==> config.mk <==
export PLATFORM = sky130hd
export DESIGN_NAME = pointer_calendar_host_controller
export DESIGN_NICKNAME = d
export VERILOG_FILES = /design/src/logic/pointer_calendar_host_controller.v
export VERILOG_INCLUDE_DIRS = /design/src /design/src/logic
export SDC_FILE = /design/constraint.sdc
export NUM_CORES = 1
export LEC_CHECK = 0
export BUFFER_PORTS_ARGS = -buffer_cell sky130_fd_sc_hd__buf_2
export CELL_PAD_IN_SITES_DETAIL_PLACEMENT = 2
export CELL_PAD_IN_SITES_GLOBAL_PLACEMENT = 2
export CORE_AREA = 5 5 301 185
export DETAILED_ROUTE_END_ITERATION = 10
export DIE_AREA = 0 0 306 190
export GPL_ROUTABILITY_DRIVEN = 0
export HOLD_SLACK_MARGIN = 0.15
export PLACE_DENSITY_LB_ADDON = 0.1
export SYNTH_ARGS = -nofsm -noshare
export SYNTH_HDL_FRONTEND = slang
export SYNTH_HIERARCHICAL = 1
export SYNTH_SLANG_ARGS = --single-unit
==> constraint.sdc <==
create_clock -name ref_clk -period 19.51 [get_ports ref_clk]
set_input_delay 2.9265 -clock ref_clk [delete_from_list [all_inputs] [get_ports ref_clk]]
set_output_delay 2.9265 -clock ref_clk [all_outputs]
set_load 0.05 [all_outputs]
==> src/logic/pointer_calendar_regs.vh <==
// constants of the pointer and calendar host controller
// Notes on behaviour
// - status shows output full, input full, command
// - status shows buttons up and calendar power
// - command port write acts as data write
// - set time loads four bcd bytes
// - read time answers with packet R
// - motion threshold 1-255, zero disables, packet M
// - button reports on or off, packet B
// - timer reports A about 40 per second
// - each write moves byte, bumps counter
// - command flag triggers decode, length check, cleanup
// - interrupt line pulsed toward host
// - header load sets output full, signals
// - each cycle resignal, load next, or idle
// - packet bytes: header then four data bytes, button packet B header only
// - calendar commands suspend other activity
// - set time clears power fail if sound
// - reset clears everything, loads defaults
// - quadrature steps into clamped signed accumulators
// - reports copy then clear the accumulators
`ifndef POINTER_CALENDAR_REGS_VH
`define POINTER_CALENDAR_REGS_VH
// host i/o port addresses
`define DATA_PORT_ADDR    10'h2FC
`define CMD_PORT_ADDR     10'h2FE
`define RESET_SET_ADDR    10'h2FF
`define RESET_CLEAR_ADDR  10'h2FD
// status byte field positions
`define ST_OUT_FULL       0
`define ST_IN_FULL        1
`define ST_SPARE          2
`define ST_CMD            3
`define ST_BTN_LO         4
`define ST_PWR_FAIL       7
// command headers and their total byte counts
`define HDR_SET_TIME      8'h01
`define HDR_READ_TIME     8'h02
`define HDR_MOTION        8'h08
`define HDR_BUTTON        8'h10
`define HDR_TIMER         8'h20
`define LEN_SET_TIME      3'h5
`define LEN_READ_TIME     3'h1
`define LEN_ONE_ARG       3'h2
// packet headers
`define PKT_TIME          8'h52
`define PKT_MOTION        8'h4D
`define PKT_BUTTON        8'h42
`define PKT_TIMED         8'h41
// accumulator limit
`define ACC_LIMIT         16'h7FDF
// timing
`define CLK_PERIOD_NS     50
`define TIMER_PERIOD_US   25000
`define SERVICE_PERIOD_US 50
`define RESET_STATUS      8'h00
`endif

==> src/logic/pointer_calendar_host_controller.v <==
// pointer and calendar host controller with its packet fifo
`timescale 1ns/10ps
`default_nettype none
`include "pointer_calendar_regs.vh"

// packet byte fifo between packet builder and output register
module packet_fifo #(
  parameter WIDTH  = 8,
  parameter DEPTH  = 16,
  parameter ADDR_W = 4
) (
  input  wire             ref_clk,
  input  wire             rst_n,
  input  wire [WIDTH-1:0] in_data,
  input  wire             in_valid,
  output wire             in_ready,
  output wire [WIDTH-1:0] out_data,
  output wire             out_valid,
  input  wire             out_ready
);
  reg [WIDTH-1:0] mem [0:DEPTH-1]; // storage, no reset needed
  reg [ADDR_W:0]  wr_ptr;          // extra bit tells full from empty
  reg [ADDR_W:0]  rd_ptr;
  wire            push;
  wire            pop;

  assign in_ready  = (wr_ptr[ADDR_W-1:0] != rd_ptr[ADDR_W-1:0]) ||
                     (wr_ptr[ADDR_W] == rd_ptr[ADDR_W]);
  assign out_valid = (wr_ptr != rd_ptr);
  assign out_data  = mem[rd_ptr[ADDR_W-1:0]];
  assign push      = in_valid & in_ready;
  assign pop       = out_valid & out_ready;

  // storage write
  always @(posedge ref_clk) begin
    if (push) begin
      mem[wr_ptr[ADDR_W-1:0]] <= in_data;
    end
  end

  // pointers
  always @(posedge ref_clk or negedge rst_n) begin
    if (!rst_n) begin
      wr_ptr <= {(ADDR_W+1){1'b0}};
      rd_ptr <= {(ADDR_W+1){1'b0}};
    end else begin
      if (push) begin
        wr_ptr <= wr_ptr + 1'b1;
      end
      if (pop) begin
        rd_ptr <= rd_ptr + 1'b1;
      end
    end
  end
endmodule

// controller top
module pointer_calendar_host_controller #(
  parameter TIMER_CYCLES = `TIMER_PERIOD_US * 1000 / `CLK_PERIOD_NS,
  parameter FIFO_DEPTH   = 16
) (
  input  wire        ref_clk,
  input  wire        rstn,
  input  wire [9:0]  host_addr,
  input  wire        host_wr,
  input  wire        host_rd,
  input  wire [7:0]  host_wdata,
  output reg  [7:0]  host_rdata,
  output reg         host_irq,
  input  wire        x_phase_first,
  input  wire        x_phase_second,
  input  wire        y_phase_first,
  input  wire        y_phase_second,
  input  wire [2:0]  buttons_up,
  input  wire        cal_power_fail,
  output reg         cal_start,
  output reg         cal_write,
  output reg  [31:0] cal_wdata,
  input  wire        cal_done,
  input  wire [31:0] cal_rdata
);
  // service pacing, short enough to stay a local constant
  localparam integer SVC_FULL   = `SERVICE_PERIOD_US * 1000 / `CLK_PERIOD_NS;
  localparam [9:0]   SVC_CYCLES = SVC_FULL[9:0];
  // timer count cut to its counter width on purpose
  localparam [19:0]  TMR_LAST   = TIMER_CYCLES[19:0] - 20'h00001;

  // one quadrature step: 01 up, 11 down, 00 none or missed
  function [1:0] quad_step;
    input [1:0] prev;
    input [1:0] cur;
    begin
      case ({prev, cur})
        4'h1, 4'h7, 4'hE, 4'h8: quad_step = 2'h1;
        4'h2, 4'hB, 4'hD, 4'h4: quad_step = 2'h3;
        default: quad_step = 2'h0;
      endcase
    end
  endfunction

  reg         hold;          // host reset latch
  wire        core_rst_n;    // system reset or latch
  reg         out_full;      // output_full_flag
  reg         in_full;       // input_full_flag
  reg         command_flag;  // command port write not yet decoded
  reg         pwr_fail;      // sticky calendar power flag
  reg  [7:0]  out_reg;       // byte the host reads
  reg  [7:0]  in_reg;        // byte the host wrote
  reg  [7:0]  in_buf [0:4];  // command bytes
  reg  [2:0]  in_cnt;        // received byte counter
  reg  [7:0]  mot_thr;       // motion threshold, zero = off
  reg         btn_en;        // button reports on
  reg         tmr_en;        // timed reports on
  reg         cal_busy;      // calendar exchange running
  reg         primed;        // first sample taken
  reg  [2:0]  btn_prev;      // last button sample
  reg         btn_pend;      // button report owed
  reg         rt_pend;       // time answer owed
  reg  [31:0] rt_data;       // time bytes read back
  reg         timer_due;     // timed report owed
  reg  [19:0] tmr_cnt;       // report timer
  reg  [9:0]  svc_cnt;       // service pacing
  reg         sending;       // packet being pushed
  reg  [39:0] pkt;           // packet bytes, header on top
  reg  [2:0]  pkt_left;      // bytes still to push
  reg         acc_clear;     // clear accumulators
  wire [3:0]  phase;
  wire        svc_tick;
  wire        fifo_ready;
  wire [7:0]  fifo_data;
  wire        fifo_valid;
  wire        fifo_pop;
  wire        wr_data;
  wire        wr_cmd;
  wire        decode;
  wire        launch_ok;
  wire        motion_hit;
  wire        acc_any;
  wire [15:0] mag [0:1];
  wire [15:0] acc_val [0:1];
  wire [7:0]  status;
  integer     k;

  assign phase = {y_phase_second, y_phase_first, x_phase_second, x_phase_first};
  assign wr_data    = host_wr && (host_addr == `DATA_PORT_ADDR);
  assign wr_cmd     = host_wr && (host_addr == `CMD_PORT_ADDR);
  assign svc_tick   = (svc_cnt == SVC_CYCLES - 10'h001);
  assign decode     = command_flag && !in_full && !cal_busy;
  assign launch_ok  = !sending && !cal_busy;
  assign acc_any    = (acc_val[0] != 16'h0000) || (acc_val[1] != 16'h0000);
  assign motion_hit = (mot_thr != 8'h00) &&
                      ((mag[0] >= {8'h00, mot_thr}) || (mag[1] >= {8'h00, mot_thr}));
  assign fifo_pop   = svc_tick && !cal_busy && !out_full;
  assign status = {pwr_fail, buttons_up, command_flag, 1'b0, in_full, out_full};

  // reset latch, cleared by system reset or by a write to the clear port
  // reset latch ports
  always @(posedge ref_clk or negedge rstn) begin
    if (!rstn) begin
      hold <= 1'b0;
    end else if (host_wr && host_addr == `RESET_SET_ADDR) begin
      hold <= 1'b1;
    end else if (host_wr && host_addr == `RESET_CLEAR_ADDR) begin
      hold <= 1'b0;
    end
  end
  // latch comes from a flop, so the combined reset is glitch free
  assign core_rst_n = rstn & ~hold;

  // host read data, registered one cycle after the strobe
  always @(posedge ref_clk or negedge rstn) begin
    if (!rstn) begin
      host_rdata <= `RESET_STATUS;
    end else if (host_rd) begin
      case (host_addr)
        `DATA_PORT_ADDR: host_rdata <= out_reg;
        `CMD_PORT_ADDR:  host_rdata <= status;
        default:         host_rdata <= 8'h00;
      endcase
    end
  end

  // per axis quadrature decode and accumulator
  genvar i;
  generate
    for (i = 0; i < 2; i = i + 1) begin : axis
      reg        [1:0]  prev; // last phase pair
      reg signed [15:0] acc;  // signed tick sum
      wire       [1:0]  step;
      assign step = primed ? quad_step(prev, phase[2*i+1:2*i]) : 2'h0;
      assign acc_val[i] = acc;
      assign mag[i] = acc[15] ? (16'h0000 - acc) : acc;
      always @(posedge ref_clk or negedge core_rst_n) begin
        if (!core_rst_n) begin
          prev <= 2'h0;
          acc  <= 16'h0000;
        end else begin
          prev <= phase[2*i+1:2*i];
          if (acc_clear) begin
            acc <= (step == 2'h1) ? 16'h0001 : ((step == 2'h3) ? 16'hFFFF : 16'h0000);
          end else if (step == 2'h1 && acc != `ACC_LIMIT) begin
            acc <= acc + 16'sh0001;
          end else if (step == 2'h3 && acc != (16'h0000 - `ACC_LIMIT)) begin
            acc <= acc - 16'sh0001;
          end
        end
      end
    end
  endgenerate

  // host input path and command decode
  always @(posedge ref_clk or negedge core_rst_n) begin
    if (!core_rst_n) begin
      in_full      <= 1'b0;
      command_flag <= 1'b0;
      in_reg       <= 8'h00;
      in_cnt       <= 3'h0;
      for (k = 0; k < 5; k = k + 1) begin
        in_buf[k] <= 8'h00;
      end
      mot_thr   <= 8'h00;
      btn_en    <= 1'b0;
      tmr_en    <= 1'b0;
      cal_start <= 1'b0;
      cal_write <= 1'b0;
      cal_wdata <= 32'h00000000;
    end else begin
      cal_start <= 1'b0;
      if (in_full && !cal_busy) begin
        if (in_cnt < 3'h5) begin
          in_buf[in_cnt] <= in_reg;
        end
        // counter saturates so an overlong command mismatches
        if (in_cnt != 3'h6) begin
          in_cnt <= in_cnt + 3'h1;
        end
        in_full <= 1'b0;
      end
      if (decode) begin
        case (in_buf[0])
          `HDR_SET_TIME: if (in_cnt == `LEN_SET_TIME) begin
            cal_start <= 1'b1;
            cal_write <= 1'b1;
            cal_wdata <= {in_buf[1], in_buf[2], in_buf[3], in_buf[4]};
          end
          `HDR_READ_TIME: if (in_cnt == `LEN_READ_TIME) begin
            cal_start <= 1'b1;
            cal_write <= 1'b0;
          end
          `HDR_MOTION: if (in_cnt == `LEN_ONE_ARG) begin
            mot_thr <= in_buf[1];
          end
          `HDR_BUTTON: if (in_cnt == `LEN_ONE_ARG) begin
            btn_en <= (in_buf[1] != 8'h00);
          end
          `HDR_TIMER: if (in_cnt == `LEN_ONE_ARG) begin
            tmr_en <= (in_buf[1] != 8'h00);
          end
          // unknown header discards
          default: begin
          end
        endcase
        in_cnt <= 3'h0;
      end
      // a new write wins over the move and over the cleanup
      if (wr_data || wr_cmd) begin
        in_reg  <= host_wdata;
        in_full <= 1'b1;
      end
      if (wr_cmd) begin
        command_flag <= 1'b1;
      end else if (decode) begin
        command_flag <= 1'b0;
      end
    end
  end

  // calendar exchange and power flag
  always @(posedge ref_clk or negedge core_rst_n) begin
    if (!core_rst_n) begin
      cal_busy <= 1'b0;
      pwr_fail <= 1'b0;
      rt_data  <= 32'h00000000;
    end else begin
      if (cal_start) begin
        cal_busy <= 1'b1;
      end else if (cal_done && cal_busy) begin
        cal_busy <= 1'b0;
      end
      if (cal_done && cal_busy && !cal_write) begin
        rt_data <= cal_rdata;
      end
      if (cal_power_fail) begin
        pwr_fail <= 1'b1;
      end else if (cal_done && cal_busy && cal_write) begin
        pwr_fail <= 1'b0;
      end
    end
  end

  // event watching, timer and packet builder
  always @(posedge ref_clk or negedge core_rst_n) begin
    if (!core_rst_n) begin
      primed    <= 1'b0;
      btn_prev  <= 3'h0;
      btn_pend  <= 1'b0;
      rt_pend   <= 1'b0;
      timer_due <= 1'b0;
      tmr_cnt   <= 20'h00000;
      sending   <= 1'b0;
      pkt       <= 40'h0000000000;
      pkt_left  <= 3'h0;
      acc_clear <= 1'b0;
    end else begin
      primed    <= 1'b1;
      btn_prev  <= buttons_up;
      acc_clear <= 1'b0;
      // report timer free runs; due only counts when enabled
      if (tmr_cnt == TMR_LAST) begin
        tmr_cnt <= 20'h00000;
      end else begin
        tmr_cnt <= tmr_cnt + 20'h00001;
      end
      // push one byte whenever the fifo takes it
      if (sending && fifo_ready) begin
        pkt <= {pkt[31:0], 8'h00};
        pkt_left <= pkt_left - 3'h1;
        if (pkt_left == 3'h1) begin
          sending <= 1'b0;
        end
      end
      if (launch_ok) begin
        if (rt_pend) begin
          pkt      <= {`PKT_TIME, rt_data};
          pkt_left <= 3'h5;
          sending  <= 1'b1;
        end else if (motion_hit) begin
          pkt       <= {`PKT_MOTION, acc_val[0], acc_val[1]};
          pkt_left  <= 3'h5;
          sending   <= 1'b1;
          acc_clear <= 1'b1;
        end else if (btn_pend) begin
          pkt      <= {`PKT_BUTTON, 32'h00000000};
          pkt_left <= 3'h1;
          sending  <= 1'b1;
        end else if (timer_due && acc_any) begin
          pkt       <= {`PKT_TIMED, acc_val[0], acc_val[1]};
          pkt_left  <= 3'h5;
          sending   <= 1'b1;
          acc_clear <= 1'b1;
        end
      end
      // owed flags: a new event wins over its clear
      if (cal_done && cal_busy && !cal_write) begin
        rt_pend <= 1'b1;
      end else if (launch_ok) begin
        rt_pend <= 1'b0;
      end
      if (btn_en && primed && (buttons_up != btn_prev)) begin
        btn_pend <= 1'b1;
      end else if (launch_ok && !rt_pend && !motion_hit) begin
        btn_pend <= 1'b0;
      end
      if (tmr_en && tmr_cnt == TMR_LAST) begin
        timer_due <= 1'b1;
      end else if (launch_ok && !rt_pend && !motion_hit && !btn_pend) begin
        timer_due <= 1'b0;
      end
    end
  end

  packet_fifo #(
    .WIDTH  (8),
    .DEPTH  (FIFO_DEPTH),
    .ADDR_W ($clog2(FIFO_DEPTH))
  ) u_fifo (
    .ref_clk   (ref_clk),
    .rst_n     (core_rst_n),
    .in_data   (pkt[39:32]),
    .in_valid  (sending),
    .in_ready  (fifo_ready),
    .out_data  (fifo_data),
    .out_valid (fifo_valid),
    .out_ready (fifo_pop)
  );

  // output register service once per processing cycle
  always @(posedge ref_clk or negedge core_rst_n) begin
    if (!core_rst_n) begin
      svc_cnt  <= 10'h000;
      out_full <= 1'b0;
      out_reg  <= 8'h00;
      host_irq <= 1'b0;
    end else begin
      host_irq <= 1'b0;
      if (svc_tick) begin
        svc_cnt <= 10'h000;
      end else begin
        svc_cnt <= svc_cnt + 10'h001;
      end
      if (svc_tick && !cal_busy) begin
        if (out_full) begin
          host_irq <= 1'b1;
        end else if (fifo_valid) begin
          out_reg  <= fifo_data;
          out_full <= 1'b1;
          host_irq <= 1'b1;
        end
      end
      if (host_rd && host_addr == `DATA_PORT_ADDR && out_full) begin
        out_full <= 1'b0;
      end
    end
  end
endmodule
`default_nettype wire

==> run metrics <==
worst path required time 19,930 ps; Setup Fix Bufs, Post-CTS 0; final number of hold-violating endpoints 0; count of pins on the block boundary 106; number of cells traversed by the worst register-to-register path 13; source of the critical timing path y_phase_first; number of nets with antenna violations after detailed routing 0; warning count from the yosys run 6; beginning of the worst hold path svc_cnt[0]; Power Total 2.516 mW; type of origin of the critical path primary input; vias per cell 5.554; commonest non-fill, non-tap cell in the layout dfrtp_1; achievable clock frequency 147.2 MHz; Largest register FFs 128; clock slew at the register clock pins of the worst setup and hold paths 60 ps; Post-Synthesis Cell Area 0.02035 mm^2; type of the tightest min-delay check reg -> reg; CTS tree done; critical path endpoint category flop; setup violation total in the final timing report 0; number of port buffers 105; hold buffer count at CTS 0; time the worst path needs with I/O delays and setup 6793 ps; Relative slew margins 0.1760; Top Family by Delay on Critical Path simple AND/OR/NAND/NOR gates; antenna violations before repair 5; Final Net Count 1,884; Gate Count Post-Synth 1,657; transition time of the tightest slew-check pin 1236 ps; synthesis-stage register bit count 406; critical path buffer and inverter count 3; number of detailed-routing iterations run before antenna repair 5; overall die area 0.05814 mm^2; LEAKAGE 9.574 nW; leading cell types in the layout, fill and taps excluded dfrtp_1 (277), mux2_2 (129), edfxtp_1 (128); Seq/Total Area, Yosys 0.5308; Worst path depth 16; filler cell count in the final layout 5,315; IR drop worst, VDD 64.81 uV; overflow left after global routing 0; distinct cell type count after synthesis 95; Crit path largest cell delay 540 ps; height of the die 190 um; largest net degree at the start of global routing 77; RSZ-0062 raised after global routing no; number of slew-limit violations in the final report 0; total track usage 0.2109; clock sink total 406; maximum buffer depth of the clock tree 3; DR WL/cell 24.50 um; crit path cell chain buf_2 -> inv_1 -> ha_1 -> xnor2_1 -> nand2_1 -> nor3_1 -> inv_1 -> ha_1 -> a211oi_1 -> o211ai_1 -> and3_1 -> or3_1 -> a21oi_1 -> o21ai_0 -> nor4_1 -> a211oi_1; # diodes 0; Total Negative Setup Slacks 0 ps; Pwr Density 110.3 mW/mm^2; routed wire length 61.12 mm; WP data arrival 7220 ps; commonest register cell after synthesis dfrtp_1; hold-critical path depth 1; global-route wire length before repair 95.98 mm; top fanout value on the critical path 15; H-tree level count 2; kind of critical path in -> reg; Vias 13.86k; starting utilization of the core area 0.3832; Die W 306 um; Critical-path top delay cell nor3_1; status complete, no violations; Placeable Area 0.05310 mm^2; synthesis-to-finish area growth 12.10%; drc violations 0; Skew-Pair Late Insertion Delay 560 ps; post-detail-place hpwl 43.84 mm; Inserted Clock Buffers 42; fraction of synthesis flops using an asynchronous set or reset pin 0.6847; master cell of the clock root buffer clkbuf_16; post-cts sizing count 0; via count of the first global-routing pass 15.30k; layout cell share with drive strength beyond 1 0.2336; share of the cycle needed by the critical path after routing 0.3482; Critical R2R Launch axis[1].acc[0]; mean post-synth cell area 12.28 um^2; number of standard-cell rows in the floorplan 66; number of maximum-capacitance violations 0; worst clock skew 15.87 ps; Post-Syn Nets 1,792; number of enable-type register cells in the synthesized netlist 128; violation count after the first detailed-route iteration 786
-- per-layer routing --
layer / vias to the layer above / track usage / wire length (um)
met5: - / 0 / 41
met4: 6 / 0.03612 / 962
met3: 62 / 0.03761 / 2567
met2: 229 / 0.3124 / 26170
met1: 7262 / 0.3283 / 31370
li1: 6299 / - / -
-- final cells by class --
cell class | instances | area (um^2) | share of cell area
flip-flops and latches | 406 | 10800 | 0.4736
multi-input cells | 1092 | 8791 | 0.3855
clock buffers | 56 | 1175 | 0.05151
well taps | 714 | 893.4 | 0.03917
repair buffers | 125 | 675.6 | 0.02962
inverters | 82 | 307.8 | 0.01350
clock inverters | 20 | 162.7 | 0.007132
-- power breakdown --
group,switching (mW),internal (mW)
Sequential,0.109,0.907
Clock,0.358,0.451
Combinational,0.419,0.272
-- through the flow --
stage / utilization / area (um^2) / cells / worst slack [ps] / hold WS, ps
2_1_floorplan: - / 20350 / 1657 / 6917 / 432.9
3_3_place_gp: 0.4043 / 21470 / 2419 / 12480 / 450.4
3_5_place_dp: 0.4043 / 21470 / 2419 / 12160 / 456.4
4_1_cts: 0.4295 / 22810 / 2495 / 12730 / 464.9
5_1_grt: 0.4295 / 22810 / 2495 / 12350 / 483.4
6_report: 0.4295 / 22810 / 2495 / 12720 / 456.8
-- cells in the mapped netlist, drive strengths merged, types with 27 or more instances --
cell type,n,area [um^2]
inv,81,304.0
a21oi,48,244.0
xnor2,52,493.0
mux2i,62,620.6
ha,70,875.8
buf,32,247.7
nand4,28,196.4
clkbuf,43,188.9
xor2,27,244.0
nor2,106,397.9
edfxtp,128,3844
nand3,34,170.2
mux2,131,1475
dfrtp,278,6957
o21ai,57,300.3
nor3,29,150.1
nand2,119,446.7
-- path summary, 6_finish.rpt --
kind                       slack, ps                to
setup / recovery               12720   axis[1].acc[13]
hold / removal                   460        svc_cnt[0]
setup reg to reg               14150           pkt[17]
hold reg to reg                  460        svc_cnt[0]
max in group asynchronous      14230  u_fifo/rd_ptr[1]
min in group asynchronous        590         cal_write
-- kinds of logic after synthesis --
family / Yosys count / share of synthesized area
buf+inv: 159 / 0.03757
fa+ha+maj: 72 / 0.04502
compound gates: 298 / 0.1126
other cells: 1 / 0.0001843
simple gates: 423 / 0.1052
xor+xnor: 79 / 0.03622
mux: 219 / 0.1323
flops: 406 / 0.5308
Power figures use the tool's default switching activity.
